**config.mk**
```make
export PLATFORM = sky130hd
export DESIGN_NAME = cps_program_core
export DESIGN_NICKNAME = d
export VERILOG_FILES = /design/src/rtl/cps_pkg.sv /design/src/rtl/cps_data_ram.sv /design/src/rtl/cps_sequencer.sv /design/src/rtl/cps_program_core.sv
export SDC_FILE = /design/constraint.sdc
export NUM_CORES = 1
export LEC_CHECK = 0
export BUFFER_PORTS_ARGS = -buffer_cell sky130_fd_sc_hd__buf_4
export CAP_MARGIN = 20
export CORE_UTILIZATION = 45
export CTS_CLUSTER_DIAMETER = 150
export CTS_CLUSTER_SIZE = 40
export DETAILED_ROUTE_END_ITERATION = 16
export GPL_TIMING_DRIVEN = 0
export PLACE_DENSITY = 0.69
export RECOVER_POWER = 25
export SETUP_SLACK_MARGIN = 0.02
export SLEW_MARGIN = 20
export SYNTH_ARGS = -nofsm -noshare
export SYNTH_HDL_FRONTEND = slang
export SYNTH_SLANG_ARGS = --single-unit
```
**constraint.sdc**
```tcl
create_clock -name mclk_i -period 3.45 [get_ports mclk_i]
set_input_delay 0.345 -clock mclk_i [delete_from_list [all_inputs] [get_ports mclk_i]]
set_output_delay 0.345 -clock mclk_i [all_outputs]
set_load 0.02 [all_outputs]
```
**src/rtl/cps_pkg.sv**
```systemverilog
package cps_pkg;
  localparam int PC_W = 11;
  localparam int ROM_W = 10;
  localparam int RAM_DEPTH = 32;
  localparam int RAM_AW = 5;
  localparam int NIB_W = 4;
  localparam logic [10:0] PC_RESET = 11'h000;
  localparam logic [10:0] TEST_AREA_LO = 11'h7EA;
  localparam logic [10:0] TEST_AREA_HI = 11'h7FF;
  localparam logic [10:0] ROM_TOP_DEFAULT = 11'h7E9;
  localparam logic [4:0] RAM_FIRST_LO = 5'h00;
  localparam logic [4:0] RAM_FIRST_HI = 5'h10;
  localparam logic [4:0] RAM_LAST_LO = 5'h0F;
  localparam logic [4:0] RAM_LAST_HI = 5'h1F;
  localparam int CTRL0_TPTR_LSB = 4;
  typedef enum logic [2:0] {
    CPS_OP_NEXT,
    CPS_OP_JUMP,
    CPS_OP_CALL,
    CPS_OP_RET
  } cps_op_t;
endpackage

```
**src/rtl/cps_data_ram.sv**
```systemverilog
`timescale 1ns/1ps
module cps_data_ram
  import cps_pkg::*;
#(
  parameter int DEPTH = RAM_DEPTH
) (
  input wire logic mclk_i, // Clock
  input wire logic rst_i, // Sync reset
  input wire logic we_i, // Nibble write
  input wire logic [RAM_AW-1:0] waddr_i, // Write index
  input wire logic [NIB_W-1:0] wdata_i, // Write data
  input wire logic ra_we_i, // Return-address byte write
  input wire logic [7:0] ra_wdata_i, // Return-address low byte
  input wire logic [RAM_AW-1:0] raddr_i, // Read index
  output logic [NIB_W-1:0] rdata_o, // Read data
  output logic [7:0] first_pair_o, // First word pair
  output logic [7:0] last_pair_o // Last word pair
);
  logic [NIB_W-1:0] mem_reg [DEPTH];

  genvar gi;
  generate
    for (gi = 0; gi < DEPTH; gi++) begin : g_word
      localparam logic [RAM_AW-1:0] IDX = RAM_AW'(gi);
      wire is_first = (IDX == RAM_FIRST_LO) || (IDX == RAM_FIRST_HI);
      wire ra_lo = ra_we_i && (IDX == RAM_LAST_LO);
      wire ra_hi = ra_we_i && (IDX == RAM_LAST_HI);
      always_ff @(posedge mclk_i) begin
        // Only the first pair clears; others keep contents across reset
        if (rst_i && is_first) begin
          mem_reg[gi] <= '0;
        end else if (ra_lo) begin
          mem_reg[gi] <= ra_wdata_i[3:0];
        end else if (ra_hi) begin
          mem_reg[gi] <= ra_wdata_i[7:4];
        end else if (!rst_i && we_i && waddr_i == IDX) begin
          mem_reg[gi] <= wdata_i;
        end
      end
    end
  endgenerate

  always_ff @(posedge mclk_i) begin
    rdata_o <= mem_reg[raddr_i];
  end
  assign first_pair_o = {mem_reg[RAM_FIRST_HI], mem_reg[RAM_FIRST_LO]};
  assign last_pair_o = {mem_reg[RAM_LAST_HI], mem_reg[RAM_LAST_LO]};
endmodule // cps_data_ram

```
**src/rtl/cps_sequencer.sv**
```systemverilog
`timescale 1ns/1ps
module cps_sequencer
  import cps_pkg::*;
#(
  parameter logic [10:0] ROM_TOP = ROM_TOP_DEFAULT
) (
  input wire logic mclk_i, // Clock
  input wire logic rst_i, // Sync reset
  input wire logic exec_i, // One instruction executes
  input wire logic [2:0] op_i, // Sequencing operation
  input wire logic [1:0] ilen_i, // Instruction length
  input wire logic jump_taken_i, // Jump condition met
  input wire logic [PC_W-1:0] dest_i, // Operand destination
  input wire logic [PC_W-1:0] ra_i, // Return register value
  output logic [PC_W-1:0] pc_o, // Program counter
  output logic depth_o, // Call depth pointer
  output logic sys_reset_o, // Depth fault reset pulse
  output logic save_o // Save return address
);
  logic [PC_W-1:0] pc_reg;
  logic [PC_W-1:0] pc_next;
  logic depth_reg;
  logic fault_reg;

  wire is_call = exec_i && (op_i == 3'(CPS_OP_CALL));
  wire is_ret = exec_i && (op_i == 3'(CPS_OP_RET));
  wire is_jmp = exec_i && (op_i == 3'(CPS_OP_JUMP)) && jump_taken_i;
  // Second nesting level or return at depth zero resets the core
  wire fault = (is_call && depth_reg) || (is_ret && !depth_reg);
  wire [PC_W-1:0] seq_pc = pc_reg + PC_W'(ilen_i);
  wire [PC_W-1:0] raw_next = is_call ? dest_i :
                             is_ret ? ra_i :
                             is_jmp ? dest_i :
                             exec_i ? seq_pc : pc_reg;
  // Unpopulated and test area fold back to zero
  wire bad_area = (raw_next > ROM_TOP) ||
                  (raw_next >= TEST_AREA_LO && raw_next <= TEST_AREA_HI);

  assign pc_next = (fault || bad_area) ? PC_RESET : raw_next;
  assign save_o = is_call && !fault;

  always_ff @(posedge mclk_i) begin
    if (rst_i || fault_reg) begin
      pc_reg <= PC_RESET;
    end else begin
      pc_reg <= pc_next;
    end
  end

  // Depth changes only by call/return and reset; no direct write port exists
  always_ff @(posedge mclk_i) begin
    if (rst_i || fault_reg) begin
      depth_reg <= 1'b0;
    end else if (is_call && !fault) begin
      depth_reg <= 1'b1;
    end else if (is_ret && !fault) begin
      depth_reg <= 1'b0;
    end
  end

  always_ff @(posedge mclk_i) begin
    if (rst_i) begin
      fault_reg <= 1'b0;
    end else begin
      fault_reg <= fault && !fault_reg;
    end
  end

  assign pc_o = pc_reg;
  assign depth_o = depth_reg;
  assign sys_reset_o = fault_reg;

  property p_reset_pc;
    @(posedge mclk_i) rst_i |=> pc_reg == PC_RESET;
  endproperty
  a_reset_pc: assert property (p_reset_pc) else $error("pc not zero after reset");
  property p_call_pc;
    @(posedge mclk_i) disable iff (rst_i)
      (save_o && !fault_reg && !bad_area) |=> pc_reg == $past(dest_i);
  endproperty
  a_call_pc: assert property (p_call_pc) else $error("call did not load destination");
  property p_fault_clear;
    @(posedge mclk_i) disable iff (rst_i)
      (fault && !fault_reg) |=> sys_reset_o ##1 (pc_reg == PC_RESET && !depth_reg);
  endproperty
  a_fault_clear: assert property (p_fault_clear) else $error("depth fault did not reset");
  property p_depth_call;
    @(posedge mclk_i) disable iff (rst_i) (save_o && !fault_reg) |=> depth_reg;
  endproperty
  a_depth_call: assert property (p_depth_call) else $error("depth did not rise on call");
  property p_depth_stable;
    @(posedge mclk_i) disable iff (rst_i)
      (!is_call && !is_ret && !fault_reg) |=> $stable(depth_reg);
  endproperty
  a_depth_stable: assert property (p_depth_stable) else $error("depth moved without call");
  property p_no_test_area;
    @(posedge mclk_i) disable iff (rst_i) !(pc_reg >= TEST_AREA_LO);
  endproperty
  a_no_test_area: assert property (p_no_test_area) else $error("pc in test area");
endmodule // cps_sequencer

```
**src/rtl/cps_program_core.sv**
```systemverilog
`timescale 1ns/1ps
module cps_program_core
  import cps_pkg::*;
#(
  parameter logic [10:0] ROM_TOP = ROM_TOP_DEFAULT
) (
  input wire logic mclk_i, // Clock
  input wire logic rst_i, // Sync reset, active high
  input wire logic exec_i, // Instruction executes this cycle
  input wire logic [2:0] op_i, // Sequencing op (cps_op_t)
  input wire logic [1:0] ilen_i, // Instruction length
  input wire logic jump_taken_i, // Jump condition met
  input wire logic [PC_W-1:0] dest_i, // Jump/call destination
  input wire logic [ROM_W-1:0] rom_data_i, // Program memory word
  input wire logic ram_we_i, // Data memory write
  input wire logic [RAM_AW-1:0] ram_waddr_i, // Data write index
  input wire logic [NIB_W-1:0] ram_wdata_i, // Data write nibble
  input wire logic [RAM_AW-1:0] ram_raddr_i, // Data read index
  input wire logic acc_we_i, // Accumulator write
  input wire logic [NIB_W-1:0] acc_wdata_i, // Accumulator data
  input wire logic [7:0] ctrl0_i, // First control register
  output logic [PC_W-1:0] rom_addr_o, // Program fetch address
  output logic [PC_W-1:0] table_read_pointer_o, // Table address
  output logic [ROM_W-1:0] rom_word_o, // Captured program word
  output logic [NIB_W-1:0] ram_rdata_o, // Data read nibble
  output logic [PC_W-1:0] return_address_o, // Return register
  output logic call_depth_o, // Call depth pointer
  output logic sys_reset_o, // Depth fault reset
  output logic [NIB_W-1:0] acc_o // Accumulator
);
  logic [2:0] ra_hi_reg;
  logic [NIB_W-1:0] acc_reg;
  logic [ROM_W-1:0] rom_word_reg;
  logic save;
  logic [7:0] first_pair;
  logic [7:0] last_pair;
  logic ra_seen_reg;

  // Data writes to the shared words clear the upper return bits
  wire shared_touch = ram_we_i && (ram_waddr_i == RAM_LAST_LO || ram_waddr_i == RAM_LAST_HI);
  wire [PC_W-1:0] return_address_register = {ra_hi_reg, last_pair};

  cps_sequencer #(.ROM_TOP(ROM_TOP)) u_seq (
    .mclk_i(mclk_i),
    .rst_i(rst_i),
    .exec_i(exec_i),
    .op_i(op_i),
    .ilen_i(ilen_i),
    .jump_taken_i(jump_taken_i),
    .dest_i(dest_i),
    .ra_i(return_address_register),
    .pc_o(rom_addr_o),
    .depth_o(call_depth_o),
    .sys_reset_o(sys_reset_o),
    .save_o(save)
  );

  cps_data_ram u_ram (
    .mclk_i(mclk_i),
    .rst_i(rst_i),
    .we_i(ram_we_i),
    .waddr_i(ram_waddr_i),
    .wdata_i(ram_wdata_i),
    .ra_we_i(save),
    .ra_wdata_i(rom_addr_o[7:0]),
    .raddr_i(ram_raddr_i),
    .rdata_o(ram_rdata_o),
    .first_pair_o(first_pair),
    .last_pair_o(last_pair)
  );

  // Upper return bits keep value over reset and return
  always_ff @(posedge mclk_i) begin
    if (save) begin
      ra_hi_reg <= rom_addr_o[10:8];
    end else if (shared_touch) begin
      ra_hi_reg <= 3'h0;
    end
  end

  // Check helper only: return contents are unknown until the first save
  always_ff @(posedge mclk_i) begin
    if (rst_i) begin
      ra_seen_reg <= 1'b0;
    end else if (save) begin
      ra_seen_reg <= 1'b1;
    end
  end

  // No reset: contents stay undefined until first write
  always_ff @(posedge mclk_i) begin
    if (acc_we_i) begin
      acc_reg <= acc_wdata_i;
    end
  end

  always_ff @(posedge mclk_i) begin
    rom_word_reg <= rom_data_i;
  end

  // First pair clears on reset so the pointer's low byte reads zero afterwards
  assign table_read_pointer_o = {ctrl0_i[CTRL0_TPTR_LSB+2:CTRL0_TPTR_LSB], first_pair};
  assign return_address_o = return_address_register;
  assign acc_o = acc_reg;
  assign rom_word_o = rom_word_reg;

  property p_ra_keep;
    @(posedge mclk_i) (ra_seen_reg && !save && !shared_touch) |=> $stable(return_address_register);
  endproperty
  a_ra_keep: assert property (p_ra_keep) else $error("return register changed");
  property p_tbl_reset;
    @(posedge mclk_i) (rst_i && ctrl0_i[CTRL0_TPTR_LSB+2:CTRL0_TPTR_LSB] == 3'h0) |=>
      table_read_pointer_o[7:0] == 8'h00;
  endproperty
  a_tbl_reset: assert property (p_tbl_reset) else $error("table pointer not zero");
endmodule // cps_program_core

```
==> impl_metrics.json, run 1 <==
{
  "status": "finished, final reports clean",
  "pre_cts_slack_ns": 0.611,
  "critical_path_class": "reg2reg",
  "antenna_left": 0,
  "fmax_mhz": 351,
  "cap_violations": 0,
  "via_per_inst": 5.59,
  "numCtsBuffers": 17,
  "route.detailed.drc": 0,
  "gp_congestion": 0.872,
  "post-cts-setup-buffers": 0,
  "synth_fp_nets": 485,
  "slew_violations": 0,
  "num_vias": 4133,
  "hold_depth": 1,
  "fin_nets": 604,
  "grt_usage": 0.199,
  "syn_area_um2": 6900,
  "routedWlPerCell_um": 19.9,
  "powerDensity_nw_per_um2": 519,
  "min_period_over_period": 0.825,
  "largest_reg_flops": 128,
  "n_fill_cell": 1148,
  "multi_input_area_um2": 2190,
  "r2r_end": "u_seq.pc_o[9]$_SDFF_PP0_",
  "vdd_drop_max_mv": 0.370,
  "wirelength_um": 14800,
  "min_from": "rom_data_i[8]",
  "die_h_um": 126,
  "cp.arrival_ns": 3.16,
  "critPathMaxFanout": 9,
  "cts_max_level": 4,
  "final_common_cell": "edfxtp_1",
  "min_to": "rom_word_o[8]$_DFF_P_",
  "dr.pass1.iters": 5,
  "num_antenna_cells": 0,
  "grt_pass1_wl_um": 23000,
  "coreArea_um2": 14800,
  "clock-skew-final_ns": 0.00436,
  "cts.sink_count": 162,
  "synth_area_per_cell_um2": 16.3,
  "setup_viol": 0,
  "p_leak_nw": 2.97,
  "ys_warn_count": 0,
  "layout-drive-gt1-share": 0.358,
  "worstPathRequired_ns": 3.77,
  "worstMarginPinSlew_ns": 1.45,
  "layout_common_cells": "135 x edfxtp_1, 85 x buf_4, 41 x nor2_1, 40 x mux4_2, 27 x dfxtp_1",
  "ys_types": 55,
  "reg2reg_depth": 9,
  "synthFlopType": "edfxtp_1",
  "async_reset_ff_frac": 0,
  "gr-total-overflow": 0,
  "clkSlewWorstSetupHoldPaths_ns": 0.06,
  "rsz0062_at_grt": "false",
  "io_pins": 111,
  "rr_startpoint": "u_seq.pc_o[0]$_SDFF_PP0_",
  "dp_hpwl_um": 10800,
  "finalHoldViolCount": 0,
  "setup_tns_ns": 0,
  "ys_seq_elements": 162,
  "antenna_found_initial": 0,
  "start_kind": "flip-flop",
  "die_w_um": 126,
  "dieArea_um2": 15800,
  "tritoncts": "done",
  "cts_max_path_buffers": 2,
  "r2r_setup_slack_ns": 0.60,
  "rows": 44,
  "relSlewSlack": 0.0316,
  "register_area_um2": 4590,
  "port_buffers": 99,
  "grt_pass1_vias": 4211,
  "fin_ws_ns": 0.604,
  "final.min_clock_period_ns": 2.85,
  "drt_iter0_drc": 269,
  "cts_root_buf": "clkbuf_16",
  "synthCells": 424,
  "cp-end-kind": "flip-flop",
  "clock_latency_ns": 0.42,
  "grt_max_degree": 33,
  "start_util": 0.468,
  "synth_edf_count": 135,
  "area_growth_pct": 22.2,
  "seq_area_frac_synth": 0.666,
  "min_path_type": "in2reg"
}
==> how the worst max path moves through the flow <==
stage                                  start  slack [ns]  cells after the start                   endpoint
detailed placement                 ilen_i[0]        0.61                     10   u_seq.pc_o[8]$_SDFF_PP0_
CTS                 u_seq.pc_o[0]$_SDFF_PP0_        0.60                      9   u_seq.pc_o[8]$_SDFF_PP0_
finish              u_seq.pc_o[0]$_SDFF_PP0_        0.60                      9   u_seq.pc_o[9]$_SDFF_PP0_
global route        u_seq.pc_o[0]$_SDFF_PP0_        0.44                      9  u_seq.pc_o[10]$_SDFF_PP0_
global placement                   ilen_i[0]        0.61                     10  u_seq.pc_o[10]$_SDFF_PP0_
floorplan           u_seq.pc_o[0]$_SDFF_PP0_        0.85                      9  u_seq.pc_o[10]$_SDFF_PP0_
==> power by group <==
part	internal, mW	switching, mW
Sequential	2.16	0.0286
Combinational	0.185	0.221
Clock	1.03	0.742
Total	3.38	0.991
==> final cells by class <==
class,instances,area share
inverters,8,0.00356
multi-input cells,236,0.259
plain buffers,18,0.0105
repair buffers,100,0.0871
clock buffers,22,0.0591
well taps,184,0.0273
flip-flops and latches,162,0.545
clock inverters,10,0.00801
==> worst max-delay path, cell delays in order (launching register included) <==
cell and delay, ns:
dfxtp_1 0.39, ha_1 0.19, inv_1 0.05, fa_1 0.47, nand4b_1 0.28, xnor2_1 0.16
or3_1 0.35, a221oi_2 0.37, a211oi_4 0.13, a211oi_1 0.32
==> metal layers <==
| layer | global-route usage | part of all wire |
|---|---|---|
| met1 | 0.246 | 0.42 |
| met2 | 0.333 | 0.50 |
| met3 | 0.0603 | 0.064 |
| met4 | 0.0680 | 0.015 |
| met5 | 0 | 0 |
==> synthesized netlist by cell type (all sizes together), types with 2 or more instances <==
cell type / number / area share
nor3: 10 / 0.0080
clkbuf: 5 / 0.0027
nand2: 20 / 0.011
mux2: 11 / 0.018
nand3b: 3 / 0.0033
o21ai: 11 / 0.0080
and2: 12 / 0.011
a211oi: 10 / 0.013
a22o: 2 / 0.0025
or2: 3 / 0.0027
inv: 8 / 0.0044
dfxtp: 27 / 0.078
a21oi: 9 / 0.0071
nand4b: 2 / 0.0034
or3: 8 / 0.0073
nor4: 2 / 0.0049
nand2b: 8 / 0.0073
nor2: 41 / 0.022
nand4: 2 / 0.0040
ha: 2 / 0.0036
xnor2: 3 / 0.0038
a221oi: 3 / 0.0047
edfxtp: 135 / 0.59
nand3: 5 / 0.0036
mux2i: 2 / 0.0029
xor2: 3 / 0.0038
mux4: 40 / 0.13
nor2b: 6 / 0.0054
buf: 13 / 0.010
o221ai: 2 / 0.0025
o22ai: 2 / 0.0018
a31oi: 2 / 0.0018
==> through the flow <==
step / utilization / power [mW] / hold WS [ns] / area [um2] / instances
floorplan: - / 2.46 / 0.373 / 6900 / 424
detailed placement: 0.534 / 2.64 / 0.451 / 7870 / 707
global route: 0.571 / 4.52 / 0.0223 / 8430 / 740
global placement: 0.534 / 2.63 / 0.450 / 7870 / 707
finish: 0.571 / 4.37 / 0.0422 / 8430 / 740
CTS: 0.572 / 4.40 / 0.00624 / 8440 / 739
==> cells by family (layout without fill, tap and decap cells) <==
group	Yosys count	count (layout)	synth area share
AOI/OAI and AO/OA	49	49	0.0533
xor gates and xnor gates	6	6	0.00762
and+or+nand+nor	125	125	0.0981
DFF	162	162	0.666
muxes	53	53	0.151
buffers and inverters	26	158	0.0172
adders and majority gates	3	3	0.00653
==> repair_timing <==
item | CTS | global route
hold buffers | 0 | 1
resized for setup | 0 | 0
hold endpoints to repair | 0 | 1
(Power assumes the default switching activity.)
==> run 2, diff against run 1 <==
- ABC_AREA: default -> 1
- PLACE_DENSITY: 0.69 -> 0.71
- clock period: 3.45 -> 2.35 ns (I/O delays scaled with it)
==> run 2 against run 1 <==
  * The run now ends with negative setup slack left
  * Global-route usage is 5.3 points higher
  * Clock power is 63% higher
  * Final area is 7.2% higher
  * Die area is 2.5% higher
  * Non-clock buffer count is 44 higher
  * Combinational power is 79% higher
  * Worst hold slack better by 0.055 ns
  * Critical path type unchanged
==> impl_metrics.json, run 2 <==
{
  "ys_warn_count": 0,
  "cts_max_level": 4,
  "p_total_mw": 6.82,
  "cp.arrival_ns": 2.74,
  "critPathSlowestCell": "dfxtp_4",
  "min_period_over_period": 1.01,
  "start_kind": "flip-flop",
  "cts.sink_count": 162,
  "layout_common_cells": "144 x nor2_1, 135 x edfxtp_1, 109 x buf_4, 91 x nand2_1, 84 x o21ai_0",
  "die_h_um": 127,
  "die_w_um": 127,
  "synth_area_per_cell_um2": 10.3,
  "num_vias": 5885,
  "reg2reg_depth": 16,
  "p_leak_nw": 3.38,
  "synth_edf_count": 135,
  "slew_violations": 0,
  "dpl_cell_area_um2": 8090,
  "start_util": 0.464,
  "io_pins": 111,
  "r2r_setup_slack_ns": -0.02,
  "grt_max_degree": 30,
  "finalHoldViolCount": 0,
  "rows": 45,
  "crit_end": "u_seq.pc_o[6]$_SDFF_PP0_",
  "via_per_inst": 5.56,
  "critPathMaxFanout": 5,
  "worstPathRequired_ns": 2.72,
  "critical_path_class": "reg2reg",
  "fin_nets": 896,
  "coreArea_um2": 15300,
  "synth_most_common_cell": "nor2_1",
  "num_antenna_cells": 0,
  "numCtsBuffers": 17,
  "setup_viol": 7,
  "clock_latency_ns": 0.42,
  "synth_fp_nets": 749,
  "synthCells": 688,
  "tritoncts": "done",
  "route.detailed.drc": 0,
  "grt_pass1_vias": 5538,
  "cpMostUsedCell": "buf_4",
  "ys_top_cells_by_area": "edfxtp_1 57%, nor2_1 8.0%, dfxtp_1 7.6%, o21ai_0 6.0%, nand2_1 4.9%",
  "seq_area_frac_synth": 0.649,
  "powerDensity_nw_per_um2": 755,
  "fin_ws_ns": -0.0229,
  "violations": "negative setup slack",
  "wirelength_um": 19900,
  "gp_congestion": 0.936,
  "grt_usage": 0.252,
  "finalNonFillerCells": 1058,
  "vdd_drop_max_mv": 0.538,
  "largest_reg_flops": 128,
  "synthFlopType": "edfxtp_1",
  "final_util": 0.592,
  "cap_violations": 0,
  "slowest_delay_ns": 0.37,
  "rsz0062_at_grt": "true",
  "design_area_um2": 9030,
  "ys_types": 36,
  "synth_top_area_share": 0.573,
  "crit_start": "u_seq.pc_o[0]$_SDFF_PP0_",
  "final.min_clock_period_ns": 2.37,
  "dieArea_um2": 16200,
  "cts_max_path_buffers": 2,
  "layout-drive-gt1-share": 0.216,
  "synth_top_area_cell": "edfxtp_1",
  "dr.pass1.iters": 5,
  "grt_pass1_wl_um": 30100,
  "antenna_left": 0,
  "relSlewSlack": 0.0870,
  "final_common_cell": "nor2_1",
  "port_buffers": 99,
  "min_path_type": "in2reg",
  "routedWlPerCell_um": 18.8,
  "r2r_end": "u_seq.pc_o[6]$_SDFF_PP0_",
  "setup_tns_ns": -0.0565,
  "dp_cells": 998,
  "drt_iter0_drc": 749,
  "status": "finished with violations",
  "gr-total-overflow": 0,
  "worstMarginPinSlew_ns": 1.37,
  "async_reset_ff_frac": 0,
  "syn_area_um2": 7080,
  "dp_hpwl_um": 13100,
  "fin_hold_ws_ns": 0.0970,
  "crit_chain": "ha_4, inv_2, fa_2, inv_2, nand3_4, nor2_4, nand2_1, nand4_1, nand2_2, buf_4, buf_4, buf_4, buf_4, buf_4, buf_4, nor2_2",
  "antenna_found_initial": 0,
  "fmax_mhz": 421,
  "yosys-top-cells-count": "150 x nor2_1, 135 x edfxtp_1, 93 x nand2_1, 85 x o21ai_0, 48 x inv_1",
  "ys_seq_elements": 162,
  "area_growth_pct": 27.7,
  "clock-skew-final_ns": 0.00535,
  "rr_startpoint": "u_seq.pc_o[0]$_SDFF_PP0_",
  "pre_cts_slack_ns": -0.221,
  "cp-end-kind": "flip-flop",
  "cts_root_buf": "clkbuf_16",
  "clkSlewWorstSetupHoldPaths_ns": 0.06
}
## run 2: cell count changes after synthesis, moves of 9 or more
cell | previous run | this run
and2_1 | 12 | 0
clkbuf_1 | 5 | 23
inv_1 | 8 | 48
mux2_2 | 11 | 0
mux4_2 | 40 | 0
nand2_1 | 20 | 93
nand3_1 | 5 | 32
nor2_1 | 41 | 150
nor3_1 | 9 | 0
o21ai_0 | 8 | 85
o221ai_1 | 2 | 24
## run 2: worst min path at each step
stage | cells after the start | end | slack (ns) | startpoint
2_1_floorplan | 0 | rom_word_o[0]$_DFF_P_ | 0.26 | rom_data_i[0]
3_3_place_gp | 1 | rom_word_o[0]$_DFF_P_ | 0.34 | rom_data_i[0]
3_5_place_dp | 1 | rom_word_o[9]$_DFF_P_ | 0.34 | rom_data_i[9]
4_1_cts | 1 | acc_o[3]$_DFFE_PP_ | 0.03 | acc_we_i
5_1_grt | 2 | u_ram.rdata_o[1]$_DFF_P_ | 0.12 | ram_raddr_i[4]
6_report | 2 | u_ram.rdata_o[1]$_DFF_P_ | 0.1 | ram_raddr_i[4]
## run 2: cell type report
| class | instances | area (um2) |
|---|---|---|
| clock buffer | 17 | 425 |
| multi-input combinational | 441 | 2180 |
| sequential | 162 | 4600 |
| inverter | 51 | 194 |
| clock inverter | 14 | 188 |
| tap | 211 | 264 |
| buffer | 34 | 170 |
| fill | 1276 | 6220 |
| timing repair buffer | 128 | 1010 |
## run 2: logic make-up after synthesis
kind of cell,Yosys count,share of synthesized area
buf+inv,85,0.0509
compound gates,140,0.115
simple gates,298,0.178
fa+ha+maj,3,0.00636
flops,162,0.649
## run 2: critical path: cells and delay by family, from the launching register on
| kind | cells | cell delay [ns] |
|---|---|---|
| buf+inv | 8 | 0.85 |
| simple gates | 6 | 0.62 |
| fa+ha+maj | 2 | 0.47 |
| flops | 1 | 0.37 |
## run 2: power breakdown
part	internal [mW]	leakage, nW	total [mW]	switching, mW
Sequential	3.17	1.45	3.22	0.0437
Clock	1.77	0.294	2.88	1.11
Combinational	0.285	1.64	0.724	0.439
Total	5.23	3.38	6.82	1.60
## run 2: per-layer routing
layer,vias up,wire [um],part of all wire,global-route usage
li1,2685,-,-,-
met5,-,0,0,0
met3,36,1910,0.096,0.0528
met4,0,394,0.020,0.0791
met2,367,9170,0.46,0.398
met1,2797,8380,0.42,0.349
## run 2: repair_timing
action / in CTS / in global routing
endpoints found under the hold margin: 14 / 0
setup buffers: 11 / 3
endpoints found under the setup margin: 11 / 11
hold buffers: 14 / 0
pin swaps: 5 / 12
gates resized for setup: 9 / 17
cloned: 1 / 0
